==> src/apdib_params.svh <==
// Constants for the automatic power-down and input blocking block
// Summary of operation
// - Watch address strobe; when enabled and idle long enough, enter power-down.
// - In power-down block host address and data, deselect memories.
// - Unblocked changing logic inputs keep arrays awake, not memories.
// - Chip-select is active low; high puts memories and control block in standby.
// - Chip-select deselect blocks no signal and leaves logic arrays enabled.
// - Host writes blocking bits at run time; set bit blocks signal from arrays.
// - Configuration image blocks unused low address byte or control signals.
// - Fast-mode bit defaults on; setting it lets arrays enter standby.
// - Common clock input clocks output cell flip-flops and idle counter.
// - Port pin in strobe mode supplies the monitored address strobe.
// - Counter cleared while strobe pulses or disabled; power-down after 15 clocks.
// - Leave power-down on strobe pulse, chip-select returning low, or reset returning high.
// - Power-down enable sits at bit 1 of first power register.
// - In power-down data and peripheral pins float, others hold or undefined.
`ifndef APDIB_PARAMS_SVH
`define APDIB_PARAMS_SVH
`define APDIB_IDLE_CLOCKS      4'hF
`define APDIB_PM0_APD_EN_BIT   1
`define APDIB_PM0_FAST_OFF_BIT 3
`define APDIB_PM0_ARRCLK_BIT   4
`define APDIB_PM0_CELLCLK_BIT  5
`define APDIB_PM2_ADDR_BIT     0
`define APDIB_PM2_CTL0_BIT     2
`define APDIB_PM2_CTL1_BIT     3
`define APDIB_PM2_CTL2_BIT     4
`define APDIB_PM2_STROBE_BIT   5
`define APDIB_PM2_WRH_BIT      6
`define APDIB_PM_RESET         8'h00
`endif

==> src/apdib_pkg.sv <==
// Types for the automatic power-down and input blocking block
package apdib_pkg;
    typedef struct packed {
        logic [7:0]  addr_low;
        logic [15:0] addr_high_data;
        logic [2:0]  bus_control_inputs;
        logic        strobe;
        logic        write_enable_high_n;
        logic        common_clock_in;
    } apdib_bus_t;
    typedef enum logic [0:0] {APDIB_RUN, APDIB_DOWN} apdib_state_t;
endpackage

==> src/apdib_idle_counter.sv <==
// Idle counter for strobe activity
`timescale 1ns/10ps
`default_nettype none
`include "apdib_params.svh"
module apdib_idle_counter (
    // Clock and reset
    input  wire logic clk,
    input  wire logic rst,
    // Control
    input  wire logic enable,
    input  wire logic strobe,
    input  wire logic cfg_strobe_high,
    // Status
    output var  logic expired,
    output var  logic activity
);
    logic       strobe_q;
    logic [3:0] count;

    always_ff @(posedge clk or posedge rst)
    begin
        if (rst)
            strobe_q <= 1'b0;
        else
            strobe_q <= strobe;
    end

    always_comb
    begin
        activity = strobe != strobe_q;
    end

    // Count clocks while strobe idle at inactive level
    always_ff @(posedge clk or posedge rst)
    begin
        if (rst)
            count <= 4'h0;
        else if (!enable || activity || strobe != cfg_strobe_high)
            count <= 4'h0;
        else if (count != `APDIB_IDLE_CLOCKS)
            count <= count + 4'h1;
    end

    always_comb
    begin
        expired = count == `APDIB_IDLE_CLOCKS;
    end
endmodule
`default_nettype wire

==> src/apdib_power_down.sv <==
// Automatic power-down and logic-array input blocking
`timescale 1ns/10ps
`default_nettype none
`include "apdib_params.svh"
module apdib_power_down (
    // Clock (common clock input pin) and reset
    input  wire logic                clk,
    input  wire logic                rst,
    input  wire logic                power_up,
    // Host register writes
    input  wire logic                power_mgmt_reg_first_we,
    input  wire logic                power_mgmt_reg_second_we,
    input  wire logic [7:0]          reg_wdata,
    // Configuration image
    input  wire logic                cfg_strobe_on_portd_pin0,
    input  wire logic                cfg_strobe_high_idle,
    input  wire logic                cfg_use_addr_low,
    input  wire logic                cfg_use_control,
    // Host bus
    input  wire apdib_pkg::apdib_bus_t host_bus,
    input  wire logic                portd_pin0,
    input  wire logic                chip_select_n,
    input  wire logic                reset_in_n,
    // Memory side
    output var  apdib_pkg::apdib_bus_t mem_bus,
    output var  logic                memory_select,
    output var  logic                control_register_block_select,
    // Logic array side
    output var  apdib_pkg::apdib_bus_t array_bus,
    output var  logic                array_fast_mode,
    output var  logic                cell_clock_enable,
    // Pins and status
    output var  logic                data_port_oe_n,
    output var  logic                power_down_active,
    output var  logic [7:0]          power_mgmt_reg_first,
    output var  logic [7:0]          power_mgmt_reg_second
);
    apdib_pkg::apdib_state_t state;
    apdib_pkg::apdib_bus_t   next_array_bus;
    logic                    strobe_src;
    logic                    expired;
    logic                    activity;
    logic                    reset_in_q;
    logic                    chip_select_q;
    logic                    wake;

    // ------------------------------------------------------------
    // Registers, cleared only by power-up
    // ------------------------------------------------------------
    always_ff @(posedge clk or posedge power_up)
    begin
        if (power_up)
            power_mgmt_reg_first <= `APDIB_PM_RESET;
        else if (power_mgmt_reg_first_we)
            power_mgmt_reg_first <= reg_wdata & 8'h3A;
    end

    always_ff @(posedge clk or posedge power_up)
    begin
        if (power_up)
            power_mgmt_reg_second <= `APDIB_PM_RESET;
        else if (power_mgmt_reg_second_we)
            power_mgmt_reg_second <= reg_wdata & 8'h7D;
    end

    // ------------------------------------------------------------
    // Idle detection
    // ------------------------------------------------------------
    always_comb
    begin
        strobe_src = cfg_strobe_on_portd_pin0 ? portd_pin0 : host_bus.strobe;
    end

    apdib_idle_counter u_idle (
        .clk             (clk),
        .rst             (rst),
        .enable          (power_mgmt_reg_first[`APDIB_PM0_APD_EN_BIT] && !wake),
        .strobe          (strobe_src),
        .cfg_strobe_high (cfg_strobe_high_idle),
        .expired         (expired),
        .activity        (activity)
    );

    always_ff @(posedge clk or posedge rst)
    begin
        if (rst)
            reset_in_q <= 1'b1;
        else
            reset_in_q <= reset_in_n;
    end

    // Chip-select history, for its return low
    always_ff @(posedge clk or posedge rst)
    begin
        if (rst)
            chip_select_q <= 1'b0;
        else
            chip_select_q <= chip_select_n;
    end

    // Wake events; the idle count restarts on them
    always_comb
    begin
        wake = state == apdib_pkg::APDIB_DOWN
               && (activity || (chip_select_q && !chip_select_n) || (reset_in_n && !reset_in_q));
    end

    // ------------------------------------------------------------
    // Power-down state
    // ------------------------------------------------------------
    always_ff @(posedge clk or posedge rst)
    begin
        if (rst)
            state <= apdib_pkg::APDIB_RUN;
        else
            case (state)
                apdib_pkg::APDIB_RUN:
                    if (expired && power_mgmt_reg_first[`APDIB_PM0_APD_EN_BIT])
                        state <= apdib_pkg::APDIB_DOWN;
                apdib_pkg::APDIB_DOWN:
                    if (wake)
                        state <= apdib_pkg::APDIB_RUN;
                default:
                    state <= apdib_pkg::APDIB_RUN;
            endcase
    end

    always_ff @(posedge clk or posedge rst)
    begin
        if (rst)
            power_down_active <= 1'b0;
        else
            power_down_active <= state == apdib_pkg::APDIB_DOWN;
    end

    // ------------------------------------------------------------
    // Memory path
    // ------------------------------------------------------------
    always_ff @(posedge clk or posedge rst)
    begin
        if (rst)
        begin
            mem_bus <= '0;
            memory_select <= 1'b0;
            control_register_block_select <= 1'b0;
        end
        else
        begin
            if (state != apdib_pkg::APDIB_DOWN)
                mem_bus <= host_bus;
            memory_select <= !chip_select_n && state != apdib_pkg::APDIB_DOWN;
            control_register_block_select <= !chip_select_n;
        end
    end

    // ------------------------------------------------------------
    // Logic array path; chip-select plays no part here
    // ------------------------------------------------------------
    always_comb
    begin
        next_array_bus = host_bus;
        if (state == apdib_pkg::APDIB_DOWN)
        begin
            next_array_bus.addr_low = array_bus.addr_low;
            next_array_bus.addr_high_data = array_bus.addr_high_data;
        end
        if (power_mgmt_reg_second[`APDIB_PM2_ADDR_BIT] || !cfg_use_addr_low)
            next_array_bus.addr_low = 8'h00;
        if (power_mgmt_reg_second[`APDIB_PM2_CTL0_BIT] || !cfg_use_control)
            next_array_bus.bus_control_inputs[0] = 1'b0;
        if (power_mgmt_reg_second[`APDIB_PM2_CTL1_BIT] || !cfg_use_control)
            next_array_bus.bus_control_inputs[1] = 1'b0;
        if (power_mgmt_reg_second[`APDIB_PM2_CTL2_BIT] || !cfg_use_control)
            next_array_bus.bus_control_inputs[2] = 1'b0;
        if (power_mgmt_reg_second[`APDIB_PM2_STROBE_BIT] || !cfg_use_control)
            next_array_bus.strobe = 1'b0;
        if (power_mgmt_reg_second[`APDIB_PM2_WRH_BIT] || !cfg_use_control)
            next_array_bus.write_enable_high_n = 1'b1;
        if (power_mgmt_reg_first[`APDIB_PM0_ARRCLK_BIT])
            next_array_bus.common_clock_in = 1'b0;
    end

    // Unblocked control, strobe and clock array inputs keep toggling in power-down; address and data hold
    always_ff @(posedge clk or posedge rst)
    begin
        if (rst)
            array_bus <= '0;
        else
            array_bus <= next_array_bus;
    end

    always_ff @(posedge clk or posedge rst)
    begin
        if (rst)
        begin
            array_fast_mode <= 1'b1;
            cell_clock_enable <= 1'b1;
            data_port_oe_n <= 1'b0;
        end
        else
        begin
            array_fast_mode <= !power_mgmt_reg_first[`APDIB_PM0_FAST_OFF_BIT];
            cell_clock_enable <= !power_mgmt_reg_first[`APDIB_PM0_CELLCLK_BIT];
            data_port_oe_n <= state == apdib_pkg::APDIB_DOWN;
        end
    end
endmodule
`default_nettype wire

==> config.mk <==
export PLATFORM = sky130hd
export DESIGN_NAME = apdib_power_down
export DESIGN_NICKNAME = d
export VERILOG_FILES = /design/src/apdib_pkg.sv /design/src/apdib_idle_counter.sv /design/src/apdib_power_down.sv
export VERILOG_INCLUDE_DIRS = /design/src
export SDC_FILE = /design/constraint.sdc
export NUM_CORES = 1
export LEC_CHECK = 0
export ABC_CLOCK_PERIOD_IN_PS = 1690
export CAP_MARGIN = 40
export CORE_MARGIN = 4
export CORE_UTILIZATION = 56
export CTS_CLUSTER_DIAMETER = 50
export DETAILED_ROUTE_END_ITERATION = 7
export DONT_BUFFER_PORTS = 1
export GPL_ROUTABILITY_DRIVEN = 0
export MAX_ROUTING_LAYER = met4
export PLACE_DENSITY = 0.79
export SYNTH_ARGS = -nofsm -noshare
export SYNTH_HDL_FRONTEND = slang
export SYNTH_SLANG_ARGS = --single-unit
==> constraint.sdc <==
create_clock -name clk -period 1.69 [get_ports clk]
set_clock_uncertainty 0.1 [all_clocks]
set_input_delay 0.0845 -clock clk [delete_from_list [all_inputs] [get_ports clk]]
set_output_delay 0.0845 -clock clk [all_outputs]
set_load 0.1 [all_outputs]
==> results of run 1 <==
==> synthesized netlist by cell type <==
master	n	area [sq um]
a21boi_0	1	7.51
a21oi_1	8	40.0
and2_1	1	6.26
buf_1	1	3.75
buf_2	5	25.0
buf_4	23	173
clkbuf_1	1	3.75
conb_1	1	3.75
dfrtp_1	64	1600
dfstp_2	3	78.8
ha_1	1	12.5
inv_1	7	26.3
mux2_2	29	327
mux2i_1	3	30.0
mux2i_4	1	22.5
nand2_1	32	120
nand2b_1	12	75.1
nand3_1	3	15.0
nand3b_1	1	7.51
nor2_1	7	26.3
nor2b_1	1	6.26
nor4_1	4	25.0
o21ai_0	4	20.0
o32ai_1	1	8.76
xnor2_1	2	17.5
==> metal layers <==
layer  wire length [microns]  up-vias
met5                       0        -
met4                     170        0
met3                     359       13
met2                    3550       90
met1                    2510      928
li1                        -      879
==> metrics by stage <==
step	util [%]	instances	setup WS (ns)	hold WS, ns
floorplan	-	221	0.0825	-0.175
global placement	70.9	303	0.399	-0.127
detailed placement	70.9	303	0.349	-0.133
CTS	86.4	369	0.0836	0.0648
global route	86.4	369	0.0430	0.110
finish	86.4	369	0.0463	0.0779
==> registers in the layout, indices dropped and copies added, names as in the netlist, 4 cells and up <==
| name | flops |
|---|---|
| u_idle.count | 4 |
| power_mgmt_reg_second | 6 |
| power_mgmt_reg_first | 4 |
| mem_bus | 14 |
| array_bus | 30 |
==> where the power goes <==
group | switching, mW | internal (mW)
Combinational | 0.978 | 0.285
Sequential | 0.0963 | 1.70
Clock | 0.583 | 0.715
==> kinds of logic (layout without fill, tap and decap cells) <==
family | after synthesis | after routing | share of synthesized area (%)
other | 1 | 6 | 0.140
buffers and inverters | 37 | 133 | 8.63
AND/OR/NAND/NOR | 61 | 61 | 10.5
XOR/XNOR | 2 | 2 | 0.653
multiplexers | 33 | 33 | 14.1
flip-flops | 67 | 67 | 62.6
adder cells (fa/ha/maj) | 1 | 1 | 0.466
AO/OA/AOI/OAI | 14 | 14 | 2.85
==> cell usage in the layout, fill, tap and decap left out, drive strengths merged <==
cell type	netlist	routed
dfrtp	64	64
nand3	3	3
mux2i	4	4
ha	1	1
nor2b	1	1
o32ai	1	1
inv	7	7
nand3b	1	1
a21boi	1	1
dlygate4sd3	0	50
mux2	29	29
nand2	32	32
nor2	7	7
clkbuf	1	11
clkinvlp	0	1
xnor2	2	2
a21oi	8	8
o21ai	4	4
clkinv	0	3
nand2b	12	12
dfstp	3	3
conb	1	6
buf	29	60
nor4	4	4
bufinv	0	1
and2	1	1
==> layout make-up <==
type | count | area [sq um] | share of cell area (%)
Sequential cell | 67 | 1700 | 43.7
Tap cell | 52 | 65.1 | 1.67
Timing Repair Buffer | 110 | 1110 | 28.6
Clock inverter | 5 | 52.6 | 1.35
Inverter | 7 | 26.3 | 0.675
Clock buffer | 11 | 141 | 3.63
Multi-Input combinational cell | 117 | 790 | 20.3
==> worst register-to-register path, stage by stage, from the launching register on <==
cell and delay (ns):
dfrtp_1 0.38, inv_1 0.16, o21ai_0 0.16, dlygate4sd3_1 0.58
==> worst max path at each step <==
stage,startpoint,to,depth (start not counted)
6_report,host_bus[2],state,5
2_1_floorplan,power_mgmt_reg_first[1],state,2
5_1_grt,host_bus[2],state,5
3_3_place_gp,u_idle.count[0],u_idle.count[1],4
4_1_cts,host_bus[2],state,5
3_5_place_dp,u_idle.count[0],u_idle.count[1],4
==> repair_timing <==
item	in CTS	in global routing
hold endpoints to repair	127	0
hold buffers	50	0
buffers inserted	0	0
==> run_results.csv, run 1 <==
group,metric,value,unit
clock_tree,cts_root_buf,"clkbuf_8",
worst_setup_path,cp_max_fo,3,
worst_setup_path,max_stage_delay,0.62,ns
logic_synthesis,yosysUniqueCellTypes,25,
global_route,met1_usage,27.3,%
worst_setup_path,path_cells,"dlygate4sd3_1 -> mux2i_4 -> dlygate4sd3_1 -> xnor2_1 -> o32ai_1",
global_route,antenna_found_initial,0,
clock_tree,cts_sinks,67,
drt,via_count,1910,
timing,post-route-period-util,97.3,%
timing,fmax,608,MHz
power,power-per-cell-area,1120,nW/um^2
clock_tree,insertion_delay,0.33,ns
global_route,use_met3,5.50,%
clock_tree,clock_path_buffers,2,
global_route,track_usage,23.9,%
timing,max_slew_margin,63.5,%
worst_setup_path,crit_type,"input pin to register",
power,total_power,4.36,mW
timing,worstMarginPinSlew,0.552,ns
timing,finalSetupTns,0,ns
timing,finalCriticalPeriod,1.64,ns
logic_synthesis,yosys_warnings,0,
power,peakVddDrop,1400,uV
die,die_h,77.2,microns
logic_synthesis,syn_area,2680,sq um
worst_setup_path,crit_buf_inv,2,
finish,area_growth,45.0,%
die,floorplan.rows,24,
logic_synthesis,ys_seq_elements,67,
worst_setup_path,cp.arrival,1.74,ns
worst_setup_path,endpoint_kind,"register",
drt,drt-total-wl,6.58,mm
drt,postRouteAntennaNets,0,
placed_design,postPlaceCellArea,3200,sq um
worst_setup_path,cp-start-kind,"input pin",
finish,fillerInstances,214,
logic_synthesis,synth.avg_cell_area,12.4,sq um
drt,routed_via_density,5.18,
finish,postLayoutCellArea,3890,sq um
clock_tree,h-tree-depth,3,
finish,drive_above_1_share,39.7,%
global_route,grt_pass1_vias,2057,
drt,post_drt_wl_per_cell,17.8,microns
global_route,overflow,0,
status,outcome,"complete, no violations",
die,pin_count,132,
finish,nets,363,
drt,drc_errors,0,
die,core,4500,sq um
power,p_leak,1.79,nW
worst_setup_path,cp_slowest_cell,"dlygate4sd3_1",
timing,slew_violations,0,
drt,drtIter0Drc,78,
die,die_x,77.2,microns
clock_tree,cts_resized,0,
timing,hold_viol_final,0,
global_route,grt_max_degree,48,
timing,rsz0062_at_grt,"no",
logic_synthesis,syn_inst,216,
worst_setup_path,crit_top_cell,"dlygate4sd3_1",
worst_setup_path,critPathTopFamily,"buffers and inverters",
worst_setup_path,critPathRequiredTime,1.79,ns
drt,dr.pass1.iters,6,
logic_synthesis,seq_area_frac_synth,62.6,%
worst_setup_path,rr_startpoint,"power_mgmt_reg_first[1]",
min_path,min_path_type,"input pin to async pin",
clock_tree,cts_tree,"done",
run,maxCapViolations,0,
placed_design,portBuffers,0,
global_route,top_usage_layer,"met2",
timing,setup_violations,0,
die,start_util,59.6,%
clock_tree,clk_pin_slew,0.08,ns
finish,antenna_cells,0,
die,die_area,5960,sq um
worst_setup_path,rrSetupSlack,0.19,ns
global_route,grt_use_met2,39.7,%
placed_design,place_hpwl,4.02,mm
worst_setup_path,r2r-end,"power_mgmt_reg_first[1]",
worst_setup_path,r2r_cells,3,
global_route,grt_pass1_wl,10.6,mm
clock_tree,cts_buffers,9,
Power figures use the tool's default switching activity.
==> run 2, diff against run 1 <==
PLACE_DENSITY = 0.81   (was 0.79)
==> run 2 against run 1 <==
Against the previous run:
- non-clock buffer count decreased by 1
- first-iteration DRC count is 29% higher
- register-to-register slack better by 0.10 ns
==> run_results.csv, run 2 (synthesis results as in run 1) <==
group,metric,value,unit
power,pwr-share-clk,30.6,%
placed_design,portBuffers,0,
finish,drive_above_1_share,38.9,%
worst_setup_path,cp-start-kind,"input pin",
timing,hold_viol_final,0,
timing,rsz0062_at_grt,"no",
drt,drc_errors,0,
power,switchingPower,1.67,mW
die,start_util,59.6,%
finish,area_growth,45.8,%
worst_setup_path,cp_max_fo,3,
power,peakVddDrop,875,uV
finish,reg.largest.list,"array_bus (30), mem_bus (14), power_mgmt_reg_second (6)",
drt,post_drt_wl_per_cell,18.2,microns
global_route,antenna_found_initial,0,
finish,antenna_cells,0,
clock_tree,cts_root_buf,"clkbuf_8",
worst_setup_path,crit_top_cell,"dlygate4sd3_1",
worst_setup_path,critPathRequiredTime,1.82,ns
die,pin_count,132,
power,power-per-cell-area,1130,nW/um^2
power,p_leak,1.79,nW
clock_tree,cts_buffers,9,
die,die_x,77.2,microns
finish,regMostFlops,"array_bus",
global_route,grt_max_degree,48,
finish,final_common_cell,"dlygate4sd3_1",
timing,slew_violations,0,
finish,nets,362,
min_path,min_path_type,"input pin to async pin",
die,die_area,5960,sq um
die,die_h,77.2,microns
global_route,grt_pass1_wl,10.6,mm
timing,whs,0.0819,ns
timing,post-route-period-util,87.6,%
drt,routed_via_density,5.13,
clock_tree,insertion_delay,0.33,ns
worst_setup_path,max_stage_delay,0.61,ns
drt,dr.pass1.iters,4,
timing,finalCriticalPeriod,1.48,ns
finish,fillerInstances,210,
finish,largest_reg_flops,30,
clock_tree,h-tree-depth,3,
worst_setup_path,cp.arrival,1.61,ns
worst_setup_path,crit_type,"input pin to register",
power,p_sw_share,37.7,%
die,core,4500,sq um
placed_design,place_inst,302,
global_route,overflow,0,
clock_tree,postCtsHoldBufs,50,
clock_tree,cts_sinks,67,
finish,final_core_util,86.8,%
placed_design,place_hpwl,4.14,mm
power,internal-power,2.75,mW
drt,drtIter0Drc,101,
clock_tree,post_cts_buffers,0,
die,floorplan.rows,24,
clock_tree,clock_path_buffers,2,
power,seq_power_share,40.7,%
clock_tree,clk_pin_slew,0.08,ns
finish,fin_cells,368,
worst_setup_path,critPathTopFamily,"buffers and inverters",
drt,postRouteAntennaNets,0,
finish,final_cell_mix,"50 x dlygate4sd3_1, 47 x dfrtp_1, 44 x buf_4, 32 x nand2_1, 29 x mux2_2",
worst_setup_path,crit_buf_inv,3,
timing,fmax,676,MHz
timing,max_slew_margin,58.5,%
drt,drt-total-wl,6.68,mm
status,outcome,"complete, no violations",
power,comb_power_share,28.7,%
power,total_power,4.42,mW
worst_setup_path,endpoint_kind,"register",
worst_setup_path,cp_slowest_cell,"dlygate4sd3_1",
clock_tree,cts_resized,0,
timing,worstMarginPinSlew,0.622,ns
drt,via_count,1886,
worst_setup_path,path_cells,"dlygate4sd3_1 -> mux2i_4 -> dlygate4sd3_1 -> inv_1",
timing,setup_violations,0,
timing,finalSetupTns,0,ns
run,maxCapViolations,0,
global_route,grt_pass1_vias,2106,
clock_tree,cts_tree,"done",
global_route,track_usage,24.2,%
-- run 2: changes by cell type in the layout (fill, tap and decap cells not counted) --
cell and change:
clkinvlp_4 -1, buf_4 -3, clkbuf_1 +2, clkbuf_8 +1, buf_12 +2, clkinv_2 -2
-- run 2: path summary, 6_finish.rpt --
path	startpoint	end	slack [ns]	cells past startpoint
hold / removal	power_up	power_mgmt_reg_first[5]	0.08	2
hold reg to reg	power_mgmt_reg_first[3]	array_fast_mode	0.34	1
min in group clk	cfg_strobe_high_idle	u_idle.count[3]	0.13	3
setup reg to reg	power_mgmt_reg_second[6]	array_bus[1]	0.29	3
max in group asynchronous	rst	array_fast_mode	0.65	3
setup / recovery	cfg_strobe_on_portd_pin0	u_idle.strobe_q	0.21	4
-- run 2: power groups by stage --
stage                     combinational [mW]  sequential (mW)  clock [mW]
after floorplan                        0.369             2.41           0
after global placement                  1.14             1.82           0
after detailed placement                1.15             1.83           0
after CTS                               1.26             1.80        1.34
after global routing                    1.30             1.81        1.44
final                                   1.27             1.80        1.35
-- run 2: cell type report --
| cell class | count | area, sq um | area share, % |
|---|---|---|---|
| Inverter | 7 | 26.3 | 0.672 |
| Clock buffer | 14 | 163 | 4.16 |
| Clock inverter | 2 | 35.0 | 0.896 |
| Timing Repair Buffer | 109 | 1130 | 28.9 |
| Tap cell | 52 | 65.1 | 1.66 |
| Sequential cell | 67 | 1700 | 43.5 |
| Multi-Input combinational cell | 117 | 790 | 20.2 |
-- run 2: per-layer routing --
layer | share of wire (%) | GRT usage [%]
met3 | 4.8 | 5.04
met4 | 2.2 | 10.3
met5 | 0 | -
met1 | 36 | 26.5
met2 | 57 | 42.4
-- run 2: worst register-to-register path, cell delays in order, from the launching register on --
cell,delay [ns]
dfrtp_1,0.41
nor2_1,0.11
nand2_1,0.07
dlygate4sd3_1,0.59
-- run 2: through the flow --
step	instance area, sq um	setup slack [ns]
2_1_floorplan	2700	0.0825
3_3_place_gp	3210	0.410
3_5_place_dp	3210	0.333
4_1_cts	3910	0.222
5_1_grt	3910	0.197
6_report	3910	0.210
